<file path="config.mk">
export PLATFORM = sky130hd
export DESIGN_NAME = link_status_report
export DESIGN_NICKNAME = d
export VERILOG_FILES = /design/src/link_status_pkg.sv /design/src/event_pulse.sv /design/src/link_status_report.sv
export SDC_FILE = /design/constraint.sdc
export NUM_CORES = 1
export LEC_CHECK = 0
export BUFFER_PORTS_ARGS = -buffer_cell sky130_fd_sc_hd__clkbuf_2
export CAP_MARGIN = 20
export CORE_ASPECT_RATIO = 2
export CORE_UTILIZATION = 24
export DETAILED_ROUTE_END_ITERATION = 7
export GPL_TIMING_DRIVEN = 0
export SKIP_LAST_GASP = 1
export SYNTH_ARGS = -nofsm -noshare
export SYNTH_HDL_FRONTEND = slang
export SYNTH_HIERARCHICAL = 1
export SYNTH_SLANG_ARGS = --single-unit
</file>
<file path="constraint.sdc">
create_clock -name core_clk -period 5.6 [get_ports core_clk]
set_input_delay 1.4 -clock core_clk [delete_from_list [all_inputs] [get_ports core_clk]]
set_output_delay 1.4 -clock core_clk [all_outputs]
set_load 0.03 [all_outputs]
</file>
<file path="src/link_status_pkg.sv">
// Purpose: shared constants and types of the link status and error report block
// Assumes: 32-bit AHB-Lite register window, one word per register
// Notes: link state codes are the fixed output encoding seen by the application
package link_status_pkg;

  // link training state codes
  localparam logic [4:0] LTS_DETECT_QUIET = 5'h00;
  localparam logic [4:0] LTS_DETECT_ACTIVE = 5'h01;
  localparam logic [4:0] LTS_POLL_ACTIVE = 5'h02;
  localparam logic [4:0] LTS_POLL_COMPLIANCE = 5'h03;
  localparam logic [4:0] LTS_POLL_SPEED = 5'h04;
  localparam logic [4:0] LTS_CFG_WIDTH_START = 5'h06;
  localparam logic [4:0] LTS_CFG_WIDTH_ACCEPT = 5'h07;
  localparam logic [4:0] LTS_CFG_LANE_ACCEPT = 5'h08;
  localparam logic [4:0] LTS_CFG_LANE_WAIT = 5'h09;
  localparam logic [4:0] LTS_CFG_COMPLETE = 5'h0a;
  localparam logic [4:0] LTS_CFG_IDLE = 5'h0b;
  localparam logic [4:0] LTS_REC_LOCK = 5'h0c;
  localparam logic [4:0] LTS_REC_CONFIG = 5'h0d;
  localparam logic [4:0] LTS_REC_IDLE = 5'h0e;
  localparam logic [4:0] LTS_L0 = 5'h0f;
  localparam logic [4:0] LTS_DISABLE = 5'h10;
  localparam logic [4:0] LTS_LOOP_ENTRY = 5'h11;
  localparam logic [4:0] LTS_LOOP_EXIT = 5'h12;
  localparam logic [4:0] LTS_HOT_RESET = 5'h14;
  localparam logic [4:0] LTS_REC_SPEED = 5'h1a;
  localparam logic [4:0] LTS_REC_EQ_PH0 = 5'h1b;
  localparam logic [4:0] LTS_REC_EQ_PH2 = 5'h1d;
  localparam logic [4:0] LTS_REC_EQ_PH3 = 5'h1e;
  localparam logic [4:0] LTS_REC_EQ_DONE = 5'h1f;

  // transmit parity error codes
  localparam logic [1:0] TX_ERR_NONE = 2'h0;
  localparam logic [1:0] TX_ERR_TL = 2'h2;
  localparam logic [1:0] TX_ERR_DLL = 2'h1;

  // advertised completion credit, zero means unlimited
  localparam logic [11:0] CREDIT_INF_DATA = 12'h000;
  localparam logic [7:0] CREDIT_INF_HDR = 8'h00;

  // register byte offsets
  localparam logic [7:0] REG_STATUS = 8'h00;
  localparam logic [7:0] REG_MASK = 8'h04;
  localparam logic [7:0] REG_LINK = 8'h08;
  localparam logic [7:0] REG_CAPACITY = 8'h0c;
  localparam logic [7:0] REG_CTRL = 8'h10;
  localparam logic [7:0] REG_COUNT = 8'h14;

  // status and mask bit positions
  localparam int ST_RX_PAR = 0;
  localparam int ST_TX_TL_PAR = 1;
  localparam int ST_TX_DLL_PAR = 2;
  localparam int ST_CPL_OVF = 3;
  localparam int ST_LINK_UP = 4;
  localparam int ST_LINK_DOWN = 5;
  localparam int ST_W = 6;
  localparam logic [ST_W-1:0] MASK_RESET = 6'h00;

  // control bits
  localparam int CTRL_INJ_RX = 0;
  localparam int CTRL_INJ_TX = 1;
  localparam int CTRL_IRQ_EN = 2;
  localparam logic CTRL_IRQ_EN_RESET = 1'b1;

  // field positions inside words
  localparam int CAP_DATA_LSB = 0;
  localparam int CAP_HDR_LSB = 16;
  localparam int CNT_RX_LSB = 0;
  localparam int CNT_TX_LSB = 8;
  localparam int CNT_W = 8;
  localparam int LINK_VALID_BIT = 8;

  typedef struct packed {
    logic rx_tlp;
    logic tx_tl;
    logic tx_dll;
    logic cpl_ovf;
  } core_err_t;

  typedef struct packed {
    logic [7:0] hdr;
    logic [11:0] data;
  } cpl_credit_t;

endpackage

</file>
<file path="src/event_pulse.sv">
// Purpose: turn a detect level or a test strobe into a one-cycle pulse
// Assumes: inputs synchronous to the clock
// Notes: a level held high gives only one pulse
`timescale 1ns/1ps
module event_pulse (
  input wire logic core_clk,
  input wire logic rst,
  input wire logic detect,
  input wire logic inject,
  output logic pulse
);

  logic seen;
  logic trigger;

  assign trigger = detect | inject;

  always_ff @(posedge core_clk or posedge rst) begin
    if (rst) begin
      seen <= 1'b0;
    end else begin
      seen <= trigger;
    end
  end

  always_ff @(posedge core_clk or posedge rst) begin
    if (rst) begin
      pulse <= 1'b0;
    end else begin
      pulse <= trigger & ~seen;
    end
  end

endmodule

</file>
<file path="src/link_status_report.sv">
// Purpose: link training state, parity error and completion capacity reporting
// Assumes: one clock core_clk at 200 MHz, async active-high rst, AHB-Lite slave
// Notes: status bits are sticky and clear on read; reads take one wait state
// Contract
// - output current training state on five bits; L0 01111, hot reset 10100
// - equalization phase 0, 2, 3 and done coded 11011, 11101, 11110, 11111
// - receive parity error pulses high for exactly one cycle
// - transmit layer parity error drives 2'b10 for one cycle
// - data link layer parity error later drives 2'b01 for one cycle
// - static twelve-bit count of 16-byte completion data units buffered
// - static eight-bit count of completion headers buffered
// - advertise unlimited completion data and header credit to partner
// - completion buffer overflow output asserted while the buffer overflows
//
// Implementation choices: the register offsets and the AHB-Lite slave port.
`timescale 1ns/1ps
module link_status_report
  import link_status_pkg::*;
#(
  parameter logic [11:0] CPL_DATA_UNITS = 12'h100,
  parameter logic [7:0] CPL_HEADERS = 8'h40
) (
  input wire logic core_clk,
  input wire logic rst,
  input wire logic [4:0] trainer_state,
  input wire core_err_t core_err,
  output logic [4:0] link_state,
  output logic rx_parity_error,
  output logic [1:0] tx_parity_error,
  output cpl_credit_t completion_capacity,
  output cpl_credit_t advertised_credit,
  output logic cpl_overflow,
  output logic irq,
  input wire logic hsel,
  input wire logic [31:0] haddr,
  input wire logic [1:0] htrans,
  input wire logic hwrite,
  input wire logic [2:0] hsize,
  input wire logic [31:0] hwdata,
  input wire logic hready,
  output logic hreadyout,
  output logic hresp,
  output logic [31:0] hrdata
);

  typedef enum logic [1:0] {
    BUS_IDLE,
    BUS_WRITE,
    BUS_RD_WAIT,
    BUS_RD_DATA
  } bus_state_t;

  function automatic logic legal_state(input logic [4:0] code);
    case (code)
      LTS_DETECT_QUIET, LTS_DETECT_ACTIVE, LTS_POLL_ACTIVE, LTS_POLL_COMPLIANCE,
      LTS_POLL_SPEED, LTS_CFG_WIDTH_START, LTS_CFG_WIDTH_ACCEPT, LTS_CFG_LANE_ACCEPT,
      LTS_CFG_LANE_WAIT, LTS_CFG_COMPLETE, LTS_CFG_IDLE, LTS_REC_LOCK,
      LTS_REC_CONFIG, LTS_REC_IDLE, LTS_L0, LTS_DISABLE, LTS_LOOP_ENTRY,
      LTS_LOOP_EXIT, LTS_HOT_RESET, LTS_REC_SPEED, LTS_REC_EQ_PH0,
      LTS_REC_EQ_PH2, LTS_REC_EQ_PH3, LTS_REC_EQ_DONE: legal_state = 1'b1;
      default: legal_state = 1'b0;
    endcase
  endfunction

  function automatic logic [CNT_W-1:0] sat_inc(input logic [CNT_W-1:0] value, input logic hit);
    if (hit && value != {CNT_W{1'b1}}) begin
      sat_inc = value + 1'b1;
    end else begin
      sat_inc = value;
    end
  endfunction

  bus_state_t bus_state;
  logic [7:0] bus_addr;
  logic addr_phase;
  logic wr_now;
  logic rd_now;

  logic [ST_W-1:0] status;
  logic [ST_W-1:0] next_status;
  logic [ST_W-1:0] status_set;
  logic [ST_W-1:0] status_clr;
  logic [ST_W-1:0] mask;
  logic irq_en;
  logic inj_rx;
  logic inj_tx;
  logic link_seen;
  logic [CNT_W-1:0] rx_err_count;
  logic [CNT_W-1:0] tx_err_count;
  logic [31:0] read_word;

  logic rx_pulse;
  logic tl_pulse;
  logic dll_pulse;
  logic ovf_pulse;
  logic dll_pending;
  logic link_up_evt;
  logic link_down_evt;

  // edge shaping of core error detects
  event_pulse rx_shaper (
    .core_clk(core_clk),
    .rst(rst),
    .detect(core_err.rx_tlp),
    .inject(inj_rx),
    .pulse(rx_pulse)
  );

  event_pulse tl_shaper (
    .core_clk(core_clk),
    .rst(rst),
    .detect(core_err.tx_tl),
    .inject(inj_tx),
    .pulse(tl_pulse)
  );

  event_pulse dll_shaper (
    .core_clk(core_clk),
    .rst(rst),
    .detect(core_err.tx_dll),
    .inject(1'b0),
    .pulse(dll_pulse)
  );

  event_pulse ovf_shaper (
    .core_clk(core_clk),
    .rst(rst),
    .detect(core_err.cpl_ovf),
    .inject(1'b0),
    .pulse(ovf_pulse)
  );

  // link training state, unknown codes keep the last good one
  always_ff @(posedge core_clk or posedge rst) begin
    if (rst) begin
      link_state <= LTS_DETECT_QUIET;
    end else if (legal_state(trainer_state)) begin
      link_state <= trainer_state;
    end
  end

  always_ff @(posedge core_clk or posedge rst) begin
    if (rst) begin
      link_seen <= 1'b0;
    end else if (legal_state(trainer_state)) begin
      link_seen <= 1'b1;
    end
  end

  assign link_up_evt = legal_state(trainer_state) && trainer_state == LTS_L0 && link_state != LTS_L0;
  assign link_down_evt = legal_state(trainer_state) && trainer_state != LTS_L0 && link_state == LTS_L0;

  // receive parity error output
  always_ff @(posedge core_clk or posedge rst) begin
    if (rst) begin
      rx_parity_error <= 1'b0;
    end else begin
      rx_parity_error <= rx_pulse;
    end
  end

  // transmit parity error: layer code first, link code one cycle apart
  always_ff @(posedge core_clk or posedge rst) begin
    if (rst) begin
      tx_parity_error <= TX_ERR_NONE;
    end else if (tl_pulse) begin
      tx_parity_error <= TX_ERR_TL;
    end else if (dll_pulse || dll_pending) begin
      tx_parity_error <= TX_ERR_DLL;
    end else begin
      tx_parity_error <= TX_ERR_NONE;
    end
  end

  // a link-layer report that meets a layer report waits one cycle
  always_ff @(posedge core_clk or posedge rst) begin
    if (rst) begin
      dll_pending <= 1'b0;
    end else if (tl_pulse) begin
      dll_pending <= dll_pulse | dll_pending;
    end else begin
      dll_pending <= 1'b0;
    end
  end

  // completion buffer overflow level
  always_ff @(posedge core_clk or posedge rst) begin
    if (rst) begin
      cpl_overflow <= 1'b0;
    end else begin
      cpl_overflow <= core_err.cpl_ovf;
    end
  end

  // static capacity and unlimited advertised credit
  always_ff @(posedge core_clk or posedge rst) begin
    if (rst) begin
      completion_capacity.data <= CPL_DATA_UNITS;
      completion_capacity.hdr <= CPL_HEADERS;
    end else begin
      completion_capacity.data <= CPL_DATA_UNITS;
      completion_capacity.hdr <= CPL_HEADERS;
    end
  end

  always_ff @(posedge core_clk or posedge rst) begin
    if (rst) begin
      advertised_credit.data <= CREDIT_INF_DATA;
      advertised_credit.hdr <= CREDIT_INF_HDR;
    end else begin
      advertised_credit.data <= CREDIT_INF_DATA;
      advertised_credit.hdr <= CREDIT_INF_HDR;
    end
  end

  // bus slave: writes zero wait, reads one wait state
  assign addr_phase = hsel & htrans[1] & hready;
  assign hreadyout = (bus_state != BUS_RD_WAIT);
  assign hresp = 1'b0;
  assign wr_now = (bus_state == BUS_WRITE);
  assign rd_now = (bus_state == BUS_RD_WAIT);

  always_ff @(posedge core_clk or posedge rst) begin
    if (rst) begin
      bus_state <= BUS_IDLE;
    end else begin
      case (bus_state)
        BUS_RD_WAIT: bus_state <= BUS_RD_DATA;
        BUS_IDLE, BUS_WRITE, BUS_RD_DATA: begin
          if (addr_phase) begin
            bus_state <= hwrite ? BUS_WRITE : BUS_RD_WAIT;
          end else begin
            bus_state <= BUS_IDLE;
          end
        end
        default: bus_state <= BUS_IDLE;
      endcase
    end
  end

  always_ff @(posedge core_clk or posedge rst) begin
    if (rst) begin
      bus_addr <= 8'h00;
    end else if (addr_phase) begin
      bus_addr <= haddr[7:0];
    end
  end

  // read mux, unmapped offsets read zero
  always_comb begin
    read_word = 32'h0000_0000;
    case (bus_addr)
      REG_STATUS: read_word[ST_W-1:0] = status;
      REG_MASK: read_word[ST_W-1:0] = mask;
      REG_LINK: begin
        read_word[4:0] = link_state;
        read_word[LINK_VALID_BIT] = link_seen;
      end
      REG_CAPACITY: begin
        read_word[CAP_DATA_LSB +: 12] = completion_capacity.data;
        read_word[CAP_HDR_LSB +: 8] = completion_capacity.hdr;
      end
      REG_CTRL: read_word[CTRL_IRQ_EN] = irq_en;
      REG_COUNT: begin
        read_word[CNT_RX_LSB +: CNT_W] = rx_err_count;
        read_word[CNT_TX_LSB +: CNT_W] = tx_err_count;
      end
      default: read_word = 32'h0000_0000;
    endcase
  end

  always_ff @(posedge core_clk or posedge rst) begin
    if (rst) begin
      hrdata <= 32'h0000_0000;
    end else if (rd_now) begin
      hrdata <= read_word;
    end
  end

  // sticky status, an event in the clearing cycle survives
  always_comb begin
    status_set = '0;
    status_set[ST_RX_PAR] = rx_pulse;
    status_set[ST_TX_TL_PAR] = tl_pulse;
    status_set[ST_TX_DLL_PAR] = dll_pulse;
    status_set[ST_CPL_OVF] = ovf_pulse;
    status_set[ST_LINK_UP] = link_up_evt;
    status_set[ST_LINK_DOWN] = link_down_evt;
    status_clr = (rd_now && bus_addr == REG_STATUS) ? status : '0;
    next_status = (status & ~status_clr) | status_set;
  end

  always_ff @(posedge core_clk or posedge rst) begin
    if (rst) begin
      status <= '0;
    end else begin
      status <= next_status;
    end
  end

  always_ff @(posedge core_clk or posedge rst) begin
    if (rst) begin
      mask <= MASK_RESET;
    end else if (wr_now && bus_addr == REG_MASK) begin
      mask <= hwdata[ST_W-1:0];
    end
  end

  always_ff @(posedge core_clk or posedge rst) begin
    if (rst) begin
      irq_en <= CTRL_IRQ_EN_RESET;
    end else if (wr_now && bus_addr == REG_CTRL) begin
      irq_en <= hwdata[CTRL_IRQ_EN];
    end
  end

  // test strobes, self clearing
  always_ff @(posedge core_clk or posedge rst) begin
    if (rst) begin
      inj_rx <= 1'b0;
      inj_tx <= 1'b0;
    end else begin
      inj_rx <= wr_now && bus_addr == REG_CTRL && hwdata[CTRL_INJ_RX];
      inj_tx <= wr_now && bus_addr == REG_CTRL && hwdata[CTRL_INJ_TX];
    end
  end

  // saturating error counters, any write to REG_COUNT clears them
  always_ff @(posedge core_clk or posedge rst) begin
    if (rst) begin
      rx_err_count <= '0;
    end else if (wr_now && bus_addr == REG_COUNT) begin
      rx_err_count <= '0;
    end else begin
      rx_err_count <= sat_inc(rx_err_count, rx_pulse);
    end
  end

  always_ff @(posedge core_clk or posedge rst) begin
    if (rst) begin
      tx_err_count <= '0;
    end else if (wr_now && bus_addr == REG_COUNT) begin
      tx_err_count <= '0;
    end else begin
      tx_err_count <= sat_inc(tx_err_count, tl_pulse | dll_pulse);
    end
  end

  always_ff @(posedge core_clk or posedge rst) begin
    if (rst) begin
      irq <= 1'b0;
    end else begin
      irq <= irq_en & (|(next_status & mask));
    end
  end

endmodule

</file>
# Word-level counts from Yosys, hierarchy flattened
# Memories as Yosys holds them, arrays and structs flattened.
# Cells that the tools add are included.
# Widths: inputs -> output; s select.
[totals]
mem_bits_ro = 128
reg_bits = 84
elab_cells = 103
mem_count = 4
inputBits = 83
output_inout_bits = 84
[classes]
bitwise_logic = 19
n_eq_ne = 15
n_mux = 20
n_addsub = 2
reduce_logical = 19
[memory_table]
columns = ["name", "depth", "word_bits", "rd", "rd_ports_with_merged_regs", "write_ports", "line_no", "source"]
rows = [
  ["(no name shown)", 32, 1, 1, 0, 0, "link_status_report.sv:54", "case (code)"],
  ["(no name shown)", 32, 1, 1, 0, 0, "link_status_report.sv:54", ""],
  ["(no name shown)", 32, 1, 1, 0, 0, "link_status_report.sv:54", ""],
  ["(no name shown)", 32, 1, 1, 0, 0, "link_status_report.sv:54", ""],
]
[ops]
columns = ["operator", "count"]
rows = [
  ["$mux 8", 4],
  ["$add 8x1->8 const B", 2],
  ["$eq 8x4->1 const B", 2],
  ["$eq 8x5->1 const B", 2],
  ["$ne 8x8->1 const B", 2],
  ["$pmux 2 s4", 2],
  ["$and 6x6->6", 2],
  ["$logic_and 1x1->1", 12],
  ["$eq 5x4->1 const B", 2],
  ["$ne 5x4->1 const B", 2],
  ["$eq 8x3->1 const B", 1],
  ["$logic_not 8->1", 1],
  ["$mux 2", 4],
  ["$and 1x1->1", 7],
  ["$mux 7", 1],
  ["$mux 6", 1],
  ["$not 6->6", 1],
  ["$or 6x6->6", 1],
  ["$pmux 1 s3", 2],
  ["$reduce_or 6->1", 1],
  ["$pmux 1 s5", 1],
  ["$eq 2x2->1 const B", 2],
  ["$mux 4", 1],
  ["$not 1->1", 4],
  ["other kinds (10)", 15],
]

# Logic depth before layout (Yosys ltp)
# Gate-level depths: netlist (run 1).
[logic_depth]
word_depth = 9
mapped_depth = 7
mapped_depth_nobuf = 6

# Modules after synthesis
# Netlist (run 1), hierarchy kept.
[by_module_without_submodules]
columns = ["module", "cells_per_inst", "seq_area_each_um2", "instances", "area_per_inst_um2"]
rows = [
  ["link_status_report", 347, 1752.9, 1, 3632.2],
  ["event_pulse", 5, 50.0, 4, 70.1],
]

# Worst setup path before layout (run 1)
# Ideal clock, no wire load.
[synth_timing]
kind = "input port to flip-flop"
start = "in trainer_state[2]"
end = "reg link_state[0]"
t_required_ns = 5.475
arrival_time_ns = 2.524
path_stages = 5
slack_ns = 2.952
path_cell_list = "clkbuf_2 nand2_1 o21a_1 o21ai_0 mux2_2"
[synth_between]
elab_chain_len = 1
[synth_lines]
columns = ["item", "line_no", "source"]
rows = [
  ["start: declaration", "link_status_report.sv:25", "input wire logic [4:0] trainer_state,"],
  ["$mem_v2 32x1", "-", ""],
  ["end signal: assignment", "link_status_report.sv:138", "link_state <= trainer_state;"],
  ["end: declaration", "link_status_report.sv:27", "output logic [4:0] link_state,"],
]
# No other way between the ends.
# A chain may end at the register's enable or synchronous reset.

# Final worst setup path (run 1)
[layout_timing]
start = "reg bus_state[0]"
end = "out hreadyout"
[layout_between]
elab_chain_len = 1
[layout_lines]
columns = ["item", "line_no", "source"]
rows = [
  ["start: declaration", "link_status_report.sv:73", "bus_state_t bus_state;"],
  ["start signal: assignment", "link_status_report.sv:231", "bus_state <= hwrite ? BUS_WRITE : BUS_RD_WAIT;"],
  ["$ne 2x2->1", "link_status_report.sv:218", "assign hreadyout = (bus_state != BUS_RD_WAIT);"],
  ["end: declaration", "link_status_report.sv:41", "output logic hreadyout,"],
]
# No other way between the ends.

==> reports/summary.txt, run 1 <==
Status = complete, no violations
WL per Instance = 12.8 µm
Pre-CTS setup slack = 2.62 ns
Vias in the first global route = 2,936
Detailed Routing Iterations Pass 1 = 4
Leak = 2.41 nW
DIE HEIGHT = 183 µm
EDFF count, synth = 0
Final worst slack = 2.36 ns
Htree depth = 3
DRC = 0
Slack of the worst reg-to-reg path = 3.55 ns
Die W = 92.3 µm
Worst setup path class = reg2out
Worst hold path startpoint = inj_rx$_DFF_PP0_
Die area = 16,800 µm²
Commonest cells after routing, fill and taps aside = dfrtp_1 (77), conb_1 (60), buf_4 (58), clkbuf_2 (57), nand2_1 (40)
Nets = 576
Worst path cell trace = and2b_1 -> inv_1 -> clkbuf_1 -> clkbuf_2
Worst skew pair latency = 0.33 ns
Clk buf depth = 2
Critical path peak fanout = 10
Average size of a mapped cell = 10.7 µm²
Total Power = 1.72 mW
Antenna viol nets, final = 0
CTS tree = built
Core Area = 15,900 µm²
Most common cell after layout, fill and taps aside = dfrtp_1
Max Cap Viol = 0
Unrepaired setup endpoints after global routing = false
Tmin final = 3.24 ns
Tcrit/Tclk final = 57.8%
Final core occ = 31.3%
Via density = 4.20
Worst Path Required = 4.20 ns
Num CTS Buffers = 9
Hold Vio Cnt, Final = 0
Critical path endpoint category = output port
Tot GR Track Use = 11.3%
Crit path largest cell delay = 0.44 ns
R2r worst-path depth = 6
Max-slew violation count = 0
Number of synthesized register bits = 78
Post-synth top flop = dfrtp_1
Cts repair resizes = 0
Total gr overflow = 0
Iter 0 DRT Violations = 122
Placer Congestion = 0.780
Min-delay worst type = reg2reg
Sequential fraction of the synthesis area = 49.9%
Post-Route WL = 8910 µm
Ratio of cells with drive above 1 in the final layout = 34.1%
Port Buf Inserts = 55
Mapped Area = 3910 µm²
Largest net degree at the start of global routing = 71
Via count = 2,927
Synth top area cells = dfrtp_1 (49%), buf_4 (11%), mux2_2 (4.9%), nand2_1 (3.8%), o21ai_0 (3.1%)
Setup repair bufs after CTS = 0
Clock-pin slew on the worst setup and hold paths = 0.06 ns
Setup TNS = 0 ns
CP startpoint kind = flip-flop
Slew headroom = 41.1%
Crit path DAT = 1.84 ns
# IOs = 167
CP max-delay cell = dfrtp_1
Reg-to-Reg Start = bus_addr[2]$_DFFE_PP0P_
Initial core utilization = 24.7%
Area Overhead vs Synth = 26.8%
Post-CTS Hold Fix Bufs = 0
RR Endpoint = irq$_DFF_PP0_
Worst vdd ir = 0.144 mV
Clock skew = 0.00744 ns
Pwr Density = 347 nW/µm²
Hold Path End = rx_shaper/seen$_DFF_PP0_
First-pass GRT wire length = 14,600 µm
Peak Freq = 309 MHz
Hold-critical path depth = 1
CTS root buf = clkbuf_16
Synth area leader = dfrtp_1
Mapped Cells = 367
Endpoints failing setup = 0
Yosys warnings = 6
Netlist cell types = 55
Antenna cell count = 0
Initial antenna violation count = 0
Asr flop ratio synth = 100%
HPWL Detailed = 6970 µm
Yosys top cell area share = 49.2%
Clock tree sinks = 78
# rows = 65
Worst-Margin Slew = 0.883 ns
==> through the flow <==
step | area (µm²) | hold WS [ns] | std cells
global route | 4960 | 0.489 | 697
detailed placement | 4660 | 0.455 | 681
finish | 4960 | 0.460 | 697
floorplan | 4130 | 0.396 | 425
CTS | 4960 | 0.465 | 697
global placement | 4660 | 0.446 | 681
==> metal layers <==
metal | vias up | global-route usage, % | part of all wire (%)
met5 | - | 0 | 0
met4 | 0 | 6.94 | 3.8
met3 | 18 | 2.42 | 5.1
met2 | 108 | 21.6 | 57
met1 | 1398 | 10.6 | 34
li1 | 1403 | - | -
==> critical path: cells and delay by family, from the launching register on <==
| family | cells | cell delay (ns) |
|---|---|---|
| buf+inv | 3 | 0.78 |
| flops | 1 | 0.44 |
| simple gates | 1 | 0.30 |
==> flip-flops by register name (all words and copies together), names as in the netlist, 2 cells and up <==
register and cells:
link_state 5, status 6, bus_state 2, rx_err_count 8, bus_addr 8, hrdata 17
mask 6, tx_parity_error 2, tx_err_count 8
==> where the power goes <==
part / internal (mW) / switching (mW) / leakage [nW]
clock: 0.369 / 0.222 / 0.146
combinational: 0.149 / 0.222 / 1.30
sequential: 0.652 / 0.108 / 0.962
total: 1.17 / 0.551 / 2.41
==> cell type report <==
type / instances / area [µm²]
Inverter: 9 / 36.3
Tap cell: 201 / 251
Buffer: 67 / 482
Clock buffer: 13 / 260
Clock inverter: 3 / 42.5
Timing Repair Buffer: 55 / 275
Sequential cell: 78 / 1950
Fill cell: 1660 / 10900
Multi-Input combinational cell: 271 / 1660
==> how the worst max path moves through the flow <==
stage | startpoint | endpoint | slack, ns | depth (start not counted)
finish | bus_state[0]$_DFF_PP0_ | hreadyout | 2.36 | 4
global route | bus_state[0]$_DFF_PP0_ | hreadyout | 2.20 | 4
CTS | bus_state[0]$_DFF_PP0_ | hreadyout | 2.29 | 4
detailed placement | trainer_state[1] | link_state[0]$_DFFE_PP0P_ | 2.62 | 6
global placement | rst | bus_addr[6]$_DFFE_PP0P_ | 1.54 | 2
floorplan | rst | bus_addr[0]$_DFFE_PP0P_ | 2.43 | 1
==> synthesized netlist by cell type, types with 5 or more instances <==
master	count
dfrtp_1	77
buf_4	58
nand2_1	40
o21ai_0	24
nor2_1	23
mux2_2	17
inv_1	9
nand3_1	8
xnor2_1	7
a21oi_1	5
a222oi_1	5
nor3_1	5
==> logic make-up after synthesis <==
| logic type | Yosys count | synth area share, % |
|---|---|---|
| other | 2 | 0.192 |
| buffers and inverters | 76 | 13.2 |
| DFF | 78 | 49.9 |
| muxes | 19 | 5.40 |
| AOI/OAI and AO/OA | 67 | 12.4 |
| xor gates and xnor gates | 11 | 2.46 |
| and+or+nand+nor | 112 | 15.8 |
| adders and majority gates | 2 | 0.639 |
No activity file was read; power rests on OpenSTA's default activity.
==> inputs of run 2 (changes only) <==
- ABC_AREA: default -> 1
- clock period: 5.6 -> 3.2 ns (I/O delays scaled with it)
==> run 2 against run 1 <==
Against the previous run:
- via count increased by 3.3%
- count of clock-buffer cells in the layout decreased by 3
- first-iteration DRC count increased by 31%
- utilization about the same
- sequential power increased by 66%
- synthesized area decreased by 0.83%
- cell area decreased by 0.40%
- global-route usage decreased by 0.17 points
- combinational power increased by 94%
- final cell count increased by 11%
- sequential cell count unchanged
- critical path type unchanged
- critical endpoint unchanged
- largest cell class unchanged
==> reports/summary.txt, run 2 <==
Status = complete, no violations
Nets = 651
Placer Congestion = 0.818
Clock skew = 0.00735 ns
Initial core utilization = 24.6%
Crit path DAT = 1.84 ns
Post-synth top flop = dfrtp_1
Top cells by count, synth = nand2_1 (87), dfrtp_1 (77), buf_4 (56)
Final worst slack = 0.557 ns
CTS root buf = clkbuf_16
Initial antenna violation count = 0
Worst path cell trace = nor2_4 -> clkinv_1 -> clkbuf_1 -> clkbuf_2
Iter 0 DRT Violations = 160
Worst skew pair latency = 0.34 ns
Comb power frac = 24.2%
Netlist cell types = 34
Min-delay worst type = in2async
Crit path largest cell delay = 0.40 ns
DP Cell Count = 756
Synth top area cells = dfrtp_1 (50%), buf_4 (11%), nand2_1 (8.4%), inv_1 (4.6%), o21ai_0 (3.5%)
Placed cell area = 4650 µm²
Endpoints failing setup = 0
Clock-pin slew on the worst setup and hold paths = 0.06 ns
Worst setup path class = reg2out
Unrepaired setup endpoints after global routing = false
Critical path peak fanout = 10
WL per Instance = 11.2 µm
Clock power frac = 33.4%
Sequential fraction of the synthesis area = 50.3%
Pre-CTS setup slack = 0.886 ns
Yosys top cell area share = 49.7%
# rows = 65
Layout Cells excl Fill = 772
Largest net degree at the start of global routing = 68
EDFF count, synth = 0
Tcrit/Tclk final = 82.6%
Setup TNS = 0 ns
DRC = 0
Max-slew violation count = 0
CP max-delay cell = dfrtp_1
Peak Freq = 378 MHz
Mapped Cells = 442
Asr flop ratio synth = 100%
Vias in the first global route = 2,997
Leak = 2.65 nW
Internal Power = 1.93 mW
Cts repair resizes = 0
Total gr overflow = 0
Commonest cells after routing, fill and taps aside = nand2_1 (87), dfrtp_1 (77), conb_1 (58), buf_4 (56), clkbuf_2 (56)
Area taken by flip-flops and latches = 1950 µm²
Average size of a mapped cell = 8.78 µm²
R2r worst-path depth = 8
Tmin final = 2.64 ns
Core Area = 15,800 µm²
Largest Register = hrdata
Hold Vio Cnt, Final = 0
Switching power share of the total = 35.1%
Pwr Density = 601 nW/µm²
Antenna cell count = 0
Port Buf Inserts = 56
Tot GR Track Use = 11.1%
Post-route design area = 4940 µm²
Most common cell after layout, fill and taps aside = nand2_1
DIE HEIGHT = 182 µm
Via density = 3.92
Die area = 16,700 µm²
Reg-to-Reg Start = tx_err_count[0]$_DFFE_PP0P_
Slack of the worst reg-to-reg path = 1.47 ns
Area Overhead vs Synth = 27.4%
Setup repair bufs after CTS = 0
Die W = 91.9 µm
HPWL Detailed = 6830 µm
Post-CTS Hold Fix Bufs = 0
Worst vdd ir = 0.237 mV
Worst Path Required = 2.40 ns
Sequential fraction of design power = 42.4%
Largest register FFs = 17
Max Cap Viol = 0
Ratio of cells with drive above 1 in the final layout = 28.7%
Via count = 3,023
Post-Route WL = 8680 µm
Clk buf depth = 2
Critical path endpoint category = output port
Slew headroom = 63.6%
Mapped Area = 3880 µm²
Synth area leader = dfrtp_1
Num CTS Buffers = 9
Antenna viol nets, final = 0
FILL cells = 1,731
Switching pwr = 1.04 mW
Number of synthesized register bits = 78
Htree depth = 3
Yosys warnings = 6
Multi-input logic area = 1470 µm²
CTS tree = built
# IOs = 167
Worst-Margin Slew = 0.546 ns
RR Endpoint = tx_err_count[7]$_DFFE_PP0P_
First-pass GRT wire length = 14,100 µm
CP startpoint kind = flip-flop
Clock tree sinks = 78
Detailed Routing Iterations Pass 1 = 4
Top-count cell post-synth = nand2_1
[run 2: kinds of logic after synthesis]
| kind of cell | count (synthesis) | synth area share (%) |
|---|---|---|
| AOI/OAI and AO/OA | 65 | 9.13 |
| adders and majority gates | 2 | 0.645 |
| buffers and inverters | 117 | 17.3 |
| xor gates and xnor gates | 4 | 0.903 |
| other | 2 | 0.194 |
| DFF | 78 | 50.3 |
| muxes | 7 | 2.13 |
| and+or+nand+nor | 167 | 19.3 |
[run 2: how the worst max path moves through the flow]
stage,start,end,slack (ns),depth (start not counted)
global route,bus_state[0]$_DFF_PP0_,hreadyout,0.46,4
detailed placement,bus_state[0]$_DFF_PP0_,hreadyout,0.89,4
floorplan,rst,bus_addr[0]$_DFFE_PP0P_,0.63,1
CTS,bus_state[0]$_DFF_PP0_,hreadyout,0.51,4
finish,bus_state[0]$_DFF_PP0_,hreadyout,0.56,4
global placement,rst,link_state[4]$_DFFE_PP0P_,-0.42,2
[run 2: metal layers]
metal	wire length (µm)	share of wire (%)	vias up	global-route usage [%]
met5	0	0	-	0
met4	302	3.5	0	6.56
met3	552	6.4	17	2.72
met2	4870	56	110	21.6
met1	2960	34	1362	9.98
li1	-	-	1534	-
[run 2: final cells by class]
cell class	instances	area share (%)
Sequential cell	78	39.5
Multi-Input combinational cell	303	29.6
Buffer	63	9.49
Timing Repair Buffer	57	6.23
Tap cell	201	5.09
Clock buffer	10	4.84
Inverter	54	4.15
Clock inverter	6	1.04
[run 2: power by group through the flow]
stage / Clock [mW] / Sequential [mW] / Combinational [mW]
after floorplan: 0 / 1.32 / 0.481
after global placement: 0 / 1.27 / 0.709
after detailed placement: 0 / 1.28 / 0.723
after CTS: 1.02 / 1.26 / 0.727
after global routing: 1.06 / 1.28 / 0.803
final: 0.992 / 1.26 / 0.718
[run 2: stage by stage]
| stage | utilization, % | power [mW] | hold slack [ns] |
|---|---|---|---|
| after detailed placement | 29.5 | 2.00 | 0.395 |
| after global routing | 31.3 | 3.14 | 0.363 |
| after global placement | 29.3 | 1.98 | 0.385 |
| final | 31.3 | 2.97 | 0.362 |
| after floorplan | - | 1.80 | 0.374 |
| after CTS | 31.3 | 3.01 | 0.355 |
[run 2: worst max-delay path, delay by kind of cell (launching register included)]
family | cells | cell delay [ns]
buffers and inverters | 3 | 0.94
DFF | 1 | 0.40
and+or+nand+nor | 1 | 0.16
